[config.mk]
export PLATFORM = sky130hd
export DESIGN_NAME = card_power_seq
export DESIGN_NICKNAME = d
export VERILOG_FILES = /design/src/card_power_pkg.sv /design/src/card_power_seq.sv
export VERILOG_INCLUDE_DIRS = /design/src
export SDC_FILE = /design/constraint.sdc
export NUM_CORES = 1
export LEC_CHECK = 0
export ABC_AREA = 1
export ABC_CLOCK_PERIOD_IN_PS = 1900
export BUFFER_PORTS_ARGS = -buffer_cell sky130_fd_sc_hd__buf_4
export CAP_MARGIN = 20
export CORE_UTILIZATION = 58
export DETAILED_ROUTE_END_ITERATION = 8
export HOLD_SLACK_MARGIN = 0.05
export PLACE_DENSITY = 0.83
export SYNTH_ARGS = -nofsm -noshare
export SYNTH_HDL_FRONTEND = slang
export SYNTH_SLANG_ARGS = --single-unit
[constraint.sdc]
create_clock -name mclk -period 1.9 [get_ports mclk]
set_input_delay 0.095 -clock mclk [delete_from_list [all_inputs] [get_ports mclk]]
set_output_delay 0.095 -clock mclk [all_outputs]
set_load 0.02 [all_outputs]
[src/card_power_defs.svh]
/*
  Control codes, timing figures and dwell counts for the card power sequencer.
  Assumes a 50 MHz system clock.
*/
`ifndef CARD_POWER_DEFS_SVH
`define CARD_POWER_DEFS_SVH

`define CODE_ALL_3V3      3'h0
`define CODE_AUX_5V       3'h1
`define CODE_ALL_HIZ      3'h2
`define CODE_MULTI_DETECT 3'h3
`define CODE_MULTI_PWR    3'h4
`define CODE_AUX2_GND     3'h5
`define CODE_AUX_DISCHG   3'h6
`define CODE_ALL_GND      3'h7

`define CLK_MHZ           50
`define DWELL_US          100
`define DWELL_CYCLES      (`DWELL_US * `CLK_MHZ)
`define DWELL_W           16

`endif

[src/card_power_pkg.sv]
/*
  Types of the card power sequencer.
  Assumes nothing beyond the defs header.
*/
package card_power_pkg;
  typedef enum logic [3:0] {
    ST_IDLE,
    ST_S_BASE,
    ST_S_AUX5,
    ST_S_DISCHG,
    ST_M_PWRUP_GND,
    ST_M_EMPTY,
    ST_M_DETECT,
    ST_M_POWERED,
    ST_M_REFUSED,
    ST_M_DISCHG
  } seq_state_e;
endpackage

[src/card_power_seq.sv]
/*
  Host-side sequencer driving the three control-code pins of a card power switch.
  Assumes card events arrive as synchronous level/strobe inputs from host software.
*/
// Function
// RULE_01: Device keeps switches off and ignores code while low input is under lockout.
// RULE_02: Device decodes 000, 001, 010, 011 to their documented output conditions.
// RULE_03: Device decodes 100, 101, 110, 111 to their documented output conditions.
// RULE_04: Host picks mode from host type and card type pairing.
// RULE_05: Multi host accepting single card switches to single sequencing, else never powers.
// RULE_06: Single host holds 000 after power-up until info request or removal.
// RULE_07: Granted info request moves to 001 and stays; refusal stays at 000.
// RULE_08: Single host returns to 000 upon removal, optionally via 110.
// RULE_09: Multi host powers up to 010, optionally via 111.
// RULE_10: Multi host holds 010 with no card until insertion.
// RULE_11: Multi host drives 011 when detecting a multi capable card.
// RULE_12: Multi card identified: move to 100, hold until removal.
// RULE_13: Single card with channel one: repower in single mode until removal.
// RULE_14: Unsupported card stays unpowered with no state change until removal.
// RULE_15: Multi host passes 111 upon removal, then returns to 010.
// RULE_16: Host drives the three control bits as device inputs.
// RULE_17: Device flags over-current after 8 ms, over-temperature at once; the model flags over-current after OC_CYCLES (20) mclk cycles.
// RULE_18: Discharge codes 110 and 111 are held for a dwell time.
`timescale 1ns/1ps
`include "card_power_defs.svh"

module card_power_seq (
  // Clock and reset
  input  wire logic mclk,
  input  wire logic rst,
  // Host configuration
  input  wire logic multi_host,
  input  wire logic discharge_en,
  input  wire logic accept_single,
  input  wire logic grant_5v,
  // Card events
  input  wire logic card_present,
  input  wire logic card_multi_detect,
  input  wire logic id_done,
  input  wire logic id_is_multi,
  input  wire logic channel_one_support,
  input  wire logic card_info_request,
  // Device status
  input  wire logic fault_n,
  // Control pins to the switch
  output logic      ctrl_sel_bit0,
  output logic      ctrl_sel_bit1,
  output logic      ctrl_sel_bit2,
  // Status
  output logic      single_mode,
  output logic      card_fault
);

  card_power_pkg::seq_state_e   state_r;
  card_power_pkg::seq_state_e   state_nxt;
  logic [`DWELL_W-1:0]          dwell_r;
  logic [`DWELL_W-1:0]          dwell_nxt;
  logic [2:0]                   code_nxt;
  logic                         single_nxt;

  wire logic removal = ~card_present;
  wire logic dwell_done = (dwell_r == `DWELL_W'(`DWELL_CYCLES - 1));
  wire logic in_dwell = (state_r == card_power_pkg::ST_S_DISCHG) ||
                        (state_r == card_power_pkg::ST_M_PWRUP_GND) ||
                        (state_r == card_power_pkg::ST_M_DISCHG);
  wire logic single_ok = ~id_is_multi & channel_one_support & accept_single;

  function automatic logic [2:0] code_of(input card_power_pkg::seq_state_e s);
    unique case (s)
      card_power_pkg::ST_IDLE:        code_of = `CODE_ALL_HIZ;
      card_power_pkg::ST_S_BASE:      code_of = `CODE_ALL_3V3;
      card_power_pkg::ST_S_AUX5:      code_of = `CODE_AUX_5V;
      card_power_pkg::ST_S_DISCHG:    code_of = `CODE_AUX_DISCHG;
      card_power_pkg::ST_M_PWRUP_GND: code_of = `CODE_ALL_GND;
      card_power_pkg::ST_M_EMPTY:     code_of = `CODE_ALL_HIZ;
      card_power_pkg::ST_M_DETECT:    code_of = `CODE_MULTI_DETECT; // see RULE_11
      card_power_pkg::ST_M_POWERED:   code_of = `CODE_MULTI_PWR;
      card_power_pkg::ST_M_REFUSED:   code_of = `CODE_ALL_HIZ;
      card_power_pkg::ST_M_DISCHG:    code_of = `CODE_ALL_GND;
    endcase
  endfunction

  always_comb begin
    state_nxt = state_r;
    single_nxt = single_mode;
    unique case (state_r)
      card_power_pkg::ST_IDLE: begin
        single_nxt = ~multi_host; // see RULE_04
        if (!multi_host)
          state_nxt = card_power_pkg::ST_S_BASE; // see RULE_06
        else if (discharge_en)
          state_nxt = card_power_pkg::ST_M_PWRUP_GND; // see RULE_09
        else
          state_nxt = card_power_pkg::ST_M_EMPTY; // see RULE_09
      end
      card_power_pkg::ST_S_BASE: begin
        // Refused request simply stays here
        if (card_present && card_info_request && grant_5v)
          state_nxt = card_power_pkg::ST_S_AUX5; // see RULE_07
      end
      card_power_pkg::ST_S_AUX5: begin
        if (removal)
          state_nxt = discharge_en ? card_power_pkg::ST_S_DISCHG
                                   : card_power_pkg::ST_S_BASE; // see RULE_08
      end
      card_power_pkg::ST_S_DISCHG: begin
        if (dwell_done)
          state_nxt = multi_host ? card_power_pkg::ST_M_DISCHG
                                 : card_power_pkg::ST_S_BASE; // see RULE_18
      end
      card_power_pkg::ST_M_PWRUP_GND: begin
        if (dwell_done)
          state_nxt = card_power_pkg::ST_M_EMPTY; // see RULE_18
      end
      card_power_pkg::ST_M_EMPTY: begin
        single_nxt = 1'b0;
        if (card_present && card_multi_detect)
          state_nxt = card_power_pkg::ST_M_DETECT; // see RULE_10
      end
      card_power_pkg::ST_M_DETECT: begin
        if (removal)
          state_nxt = card_power_pkg::ST_M_DISCHG; // see RULE_15
        else if (id_done && id_is_multi)
          state_nxt = card_power_pkg::ST_M_POWERED; // see RULE_12
        else if (id_done && single_ok) begin
          state_nxt = card_power_pkg::ST_S_BASE; // see RULE_13
          single_nxt = 1'b1; // see RULE_05
        end else if (id_done)
          state_nxt = card_power_pkg::ST_M_REFUSED; // see RULE_14
      end
      card_power_pkg::ST_M_POWERED, card_power_pkg::ST_M_REFUSED: begin
        if (removal)
          state_nxt = card_power_pkg::ST_M_DISCHG; // see RULE_15
      end
      card_power_pkg::ST_M_DISCHG: begin
        if (dwell_done)
          state_nxt = card_power_pkg::ST_M_EMPTY; // see RULE_15
      end
    endcase
    // Multi host in single mode leaves via discharge upon removal
    if (multi_host && single_mode && removal &&
        (state_r == card_power_pkg::ST_S_BASE || state_r == card_power_pkg::ST_S_AUX5))
      state_nxt = card_power_pkg::ST_M_DISCHG; // see RULE_05
    dwell_nxt = (in_dwell && state_nxt == state_r) ? dwell_r + `DWELL_W'(1) : '0;
    code_nxt = code_of(state_nxt);
  end

  always_ff @(posedge mclk) begin
    if (rst) begin
      state_r <= card_power_pkg::ST_IDLE;
      dwell_r <= '0;
      single_mode <= 1'b0;
      {ctrl_sel_bit2, ctrl_sel_bit1, ctrl_sel_bit0} <= `CODE_ALL_HIZ;
      card_fault <= 1'b0;
    end else begin
      state_r <= state_nxt;
      dwell_r <= dwell_nxt;
      single_mode <= single_nxt;
      {ctrl_sel_bit2, ctrl_sel_bit1, ctrl_sel_bit0} <= code_nxt; // see RULE_16
      card_fault <= ~fault_n; // see RULE_17
    end
  end

  wire logic [2:0] code_out = {ctrl_sel_bit2, ctrl_sel_bit1, ctrl_sel_bit0};

  a_aux5_sticky: assert property (@(posedge mclk) disable iff (rst) // see RULE_07
    (state_r == card_power_pkg::ST_S_AUX5 && card_present) |=> state_r == card_power_pkg::ST_S_AUX5)
    else $error("aux 5V state left without removal");
  a_refuse_holds: assert property (@(posedge mclk) disable iff (rst) // see RULE_07
    (state_r == card_power_pkg::ST_S_BASE && card_info_request && !grant_5v && !multi_host)
    |=> state_r == card_power_pkg::ST_S_BASE)
    else $error("refused request changed state");
  a_s_removal: assert property (@(posedge mclk) disable iff (rst) // see RULE_08
    (state_r == card_power_pkg::ST_S_AUX5 && removal && !multi_host && !discharge_en)
    |=> code_out == `CODE_ALL_3V3)
    else $error("single removal did not return to 000");
  a_m_pwrup: assert property (@(posedge mclk) disable iff (rst) // see RULE_09
    (state_r == card_power_pkg::ST_IDLE && multi_host && !discharge_en) |=> code_out == `CODE_ALL_HIZ)
    else $error("multi power-up not 010");
  a_empty_hold: assert property (@(posedge mclk) disable iff (rst) // see RULE_10
    (state_r == card_power_pkg::ST_M_EMPTY && !card_present) |=> code_out == `CODE_ALL_HIZ)
    else $error("empty slot code not 010");
  a_detect_code: assert property (@(posedge mclk) disable iff (rst) // see RULE_11
    (state_r == card_power_pkg::ST_M_EMPTY && card_present && card_multi_detect)
    |=> code_out == `CODE_MULTI_DETECT)
    else $error("detect did not drive 011");
  a_multi_power: assert property (@(posedge mclk) disable iff (rst) // see RULE_12
    (state_r == card_power_pkg::ST_M_DETECT && card_present && id_done && id_is_multi)
    |=> code_out == `CODE_MULTI_PWR)
    else $error("multi card not at 100");
  a_single_switch: assert property (@(posedge mclk) disable iff (rst) // see RULE_13
    (state_r == card_power_pkg::ST_M_DETECT && card_present && id_done && !id_is_multi && single_ok)
    |=> single_mode && code_out == `CODE_ALL_3V3)
    else $error("single card not repowered");
  a_refused_idle: assert property (@(posedge mclk) disable iff (rst) // see RULE_14
    (state_r == card_power_pkg::ST_M_REFUSED && card_present) |=> code_out == `CODE_ALL_HIZ)
    else $error("refused card powered");
  a_m_removal: assert property (@(posedge mclk) disable iff (rst) // see RULE_15
    (state_r == card_power_pkg::ST_M_POWERED && removal) |=> code_out == `CODE_ALL_GND)
    else $error("multi removal skipped 111");
  a_dischg_exit: assert property (@(posedge mclk) disable iff (rst) // see RULE_15
    (state_r == card_power_pkg::ST_M_DISCHG && dwell_done) |=> code_out == `CODE_ALL_HIZ)
    else $error("discharge did not return to 010");
  a_s_base_hold: assert property (@(posedge mclk) disable iff (rst) // see RULE_06
    (state_r == card_power_pkg::ST_S_BASE && !multi_host && !(card_info_request && grant_5v))
    |=> code_out == `CODE_ALL_3V3)
    else $error("single host left 000 without a granted request");
  a_gnd_dwell: assert property (@(posedge mclk) disable iff (rst) // see RULE_18
    ((state_r == card_power_pkg::ST_M_DISCHG || state_r == card_power_pkg::ST_M_PWRUP_GND) && !dwell_done)
    |=> code_out == `CODE_ALL_GND)
    else $error("111 dropped before dwell end");
  a_aux_dwell: assert property (@(posedge mclk) disable iff (rst) // see RULE_18
    (state_r == card_power_pkg::ST_S_DISCHG && !dwell_done) |=> code_out == `CODE_AUX_DISCHG)
    else $error("110 dropped before dwell end");
  a_dwell_bound: assert property (@(posedge mclk) disable iff (rst) // see RULE_18
    dwell_r <= `DWELL_W'(`DWELL_CYCLES - 1))
    else $error("dwell counter ran past its end");

  c_s_grant:   cover property (@(posedge mclk) disable iff (rst) state_r == card_power_pkg::ST_S_AUX5);
  c_s_direct:  cover property (@(posedge mclk) disable iff (rst) state_r == card_power_pkg::ST_S_AUX5 && removal && !discharge_en);
  c_m_power:   cover property (@(posedge mclk) disable iff (rst) state_r == card_power_pkg::ST_M_POWERED);
  c_m_single:  cover property (@(posedge mclk) disable iff (rst) multi_host && single_mode);
  c_m_dischg:  cover property (@(posedge mclk) disable iff (rst)
    state_r == card_power_pkg::ST_M_DISCHG ##1 state_r == card_power_pkg::ST_M_EMPTY);

endmodule

==> metrics.txt <==
ANT nets after route=0; Via density=5.23; Worst setup SP type=flop; status=finished, final reports clean; Layout Area Growth over Synthesis=13.8%; HP Start=multi_host; reg2reg path depth=13; clk_skew=0.0146 ns; share of cells above drive strength 1=19.2%; Peak VDD IR=0.693 mV; Leakage=0.000813 uW; Worst Hold End=single_mode$_SDFFE_PP0P_; Die ar.=3010 um^2; Area contributors post-synth=dfxtp_1, nand2_1, nor2_1; synthesized cell area=1620 um^2; clock latency on the worst-skew pair=0.32 ns; Hold Crit Class=input port to flop; Max Cap Violations=0; CTS tree=yes; FF-to-FF setup slack=0.20 ns; first-pass GRT wire length=5.42 mm; Die Width=54.8 um; setup tns final=0 ns; CTS buffer count=3; final wirelength=3.40 mm; DR iter-0 viols=47; Tmin final=1.70 ns; TritonRoute pass-1 iters=4; I/O pins=18; Finished Layout Cells=306; Worst R2R End=ctrl_sel_bit0$_SDFF_PP0_; FF-to-FF Start=state_r[0]$_SDFF_PP0_; CTS Root Cell=clkbuf_4; Fill cells=231; Yosys Warn Count=0; GRT Util Overall=24.6%; # diodes=0; vias in the first global route=1289; CP required=2.12 ns; WHS Path Cells=4; actual slew at the worst max-slew pin=0.345 ns; Final Hold Viols=0; max_slew headroom=76.7%; Die Y=54.8 um; routability cong.=1.03; initial core utilization=63.1%; pwr/cell area=710 nW/um^2; area share of the largest cell type after synthesis=30.9%; Syn Nets=267; worst-case clock buffer depth=2; largest net degree at the start of global routing=15; DR WL/cell=11.1 um; H-tree Lvls=1; Detail Placement HPWL=2.68 mm; RSZ-0062 raised after global routing=false; initial antenna violation count=0; Setup crit end kind=flop; fin nets=291; Synth cell types=32; Reg area=503 um^2; core footprint=2570 um^2; most frequent cells after synthesis=nand2_1, nor2_1, inv_1; clock transition at the registers of the reported paths=0.14 ns; CP max FO=8; Top FF cell, synth=dfxtp_1; GR Overflow Total=0; EDFF count, synth=0; Arrival @ worst endpoint=1.92 ns; FF+latch count, synth=25; Cells after Synth=253; most frequent cell after synthesis=nand2_1; TritonCTS sink count=25; Tcrit/Tclk final=89.4%; Setup crit start=state_r[0]$_SDFF_PP0_; placed cells=299; row count=18; Mean Syn Cell Area=6.40 um^2; via count=1600; asr flop ratio synth=0%; final slew viol count=0; area of the multi-input gates=955 um^2; PortBufs=17; cell taking the most area after synthesis=dfxtp_1; Residual DRC=0; FMAX=588 MHz; register area share after synthesis=30.9%; Crit Path Category=flop to flop; endpoints failing setup=0
-- sequential cells by signal, summed over array words and instances (netlist names) --
name / flops
state_r: 4
ctrl_sel_bit0: 1
single_mode: 1
card_fault: 1
dwell_r: 16
ctrl_sel_bit2: 1
ctrl_sel_bit1: 1
-- logic make-up (layout without fill, tap and decap cells) --
kind of cell / count (synthesis) / in the layout / synth area share, %
xor+xnor: 6 / 6 / 3.25
buf+inv: 43 / 66 / 10.3
compound gates: 25 / 25 / 9.43
fa+ha+maj: 1 / 1 / 0.773
simple gates: 153 / 153 / 45.4
flops: 25 / 25 / 30.9
-- worst max path at each step --
stage / end / slack [ns]
2_1_floorplan: ctrl_sel_bit1$_SDFF_PP1_ / 0.37
3_3_place_gp: dwell_r[14]$_SDFF_PP0_ / 0.21
3_5_place_dp: ctrl_sel_bit1$_SDFF_PP1_ / 0.19
4_1_cts: dwell_r[14]$_SDFF_PP0_ / 0.13
5_1_grt: ctrl_sel_bit1$_SDFF_PP1_ / 0.003
6_report: ctrl_sel_bit0$_SDFF_PP0_ / 0.20
-- worst max-delay path: stages (launching register included) --
cell and delay [ns]:
dfxtp_1 0.50, inv_2 0.13, nand2_1 0.12, nor2_1 0.08
nand2_1 0.06, nand2_1 0.05, nor2_1 0.17, nand3_2 0.12
nand2_4 0.12, nor2_4 0.04, nand2_1 0.06, nand3_1 0.08
nand2_1 0.06, inv_1 0.03
-- report_power, final --
| part | leakage, uW | switching (uW) | internal, uW | total [uW] |
|---|---|---|---|---|
| Clock | 0.0000177 | 155 | 78.6 | 233 |
| Sequential | 0.000204 | 36.0 | 563 | 599 |
| Combinational | 0.000592 | 300 | 174 | 474 |
-- through the flow --
step	total power [uW]	util, %	worst slack (ns)	instance area, um^2	hold WS, ns
global placement	1070	69.3	0.212	1780	0.253
global route	1410	71.7	0.00312	1840	0.117
CTS	1310	71.5	0.131	1840	0.0986
floorplan	947	-	0.365	1620	0.162
detailed placement	1070	69.3	0.189	1780	0.264
finish	1310	71.7	0.200	1840	0.114
-- per-layer routing --
metal / track usage [%] / up-vias / part of all wire (%)
met5: 0 / - / 0
met2: 38.2 / 37 / 43
met3: 3.89 / 2 / 5.3
li1: - / 854 / -
met4: 4.27 / 0 / 0.59
met1: 35.7 / 707 / 51
-- cells in the final DEF, fill, tap and decap left out, types with 2 or more instances in the layout --
master and instances:
a21oi_1 9, buf_4 18, clkbuf_4 3, dfxtp_1 23, dfxtp_2 2, dlygate4sd3_1 3
inv_1 36, inv_2 5, nand2_1 57, nand2_4 4, nand3_1 27, nand3_2 5
nand4_1 5, nor2_1 38, nor2_2 6, nor3_1 3, nor3_2 2, nor4_1 2
o21ai_0 7, o21ai_2 2, xor2_1 5
-- area by class of cell --
| class | instances | share of cell area [%] |
|---|---|---|
| multi-input combinational | 185 | 51.8 |
| sequential | 25 | 27.3 |
| timing repair buffer | 21 | 8.97 |
| inverter | 41 | 8.36 |
| tap | 30 | 2.04 |
| clock buffer | 3 | 1.22 |
| clock inverter | 1 | 0.272 |
-- what timing repair did --
action	4_1_cts	5_1_grt
endpoints found under the setup margin	0	3
resized for setup	0	3
hold buffers	3	0
hold endpoints to repair	5	0
setup buffers	0	0
Power figures use the tool's default switching activity.
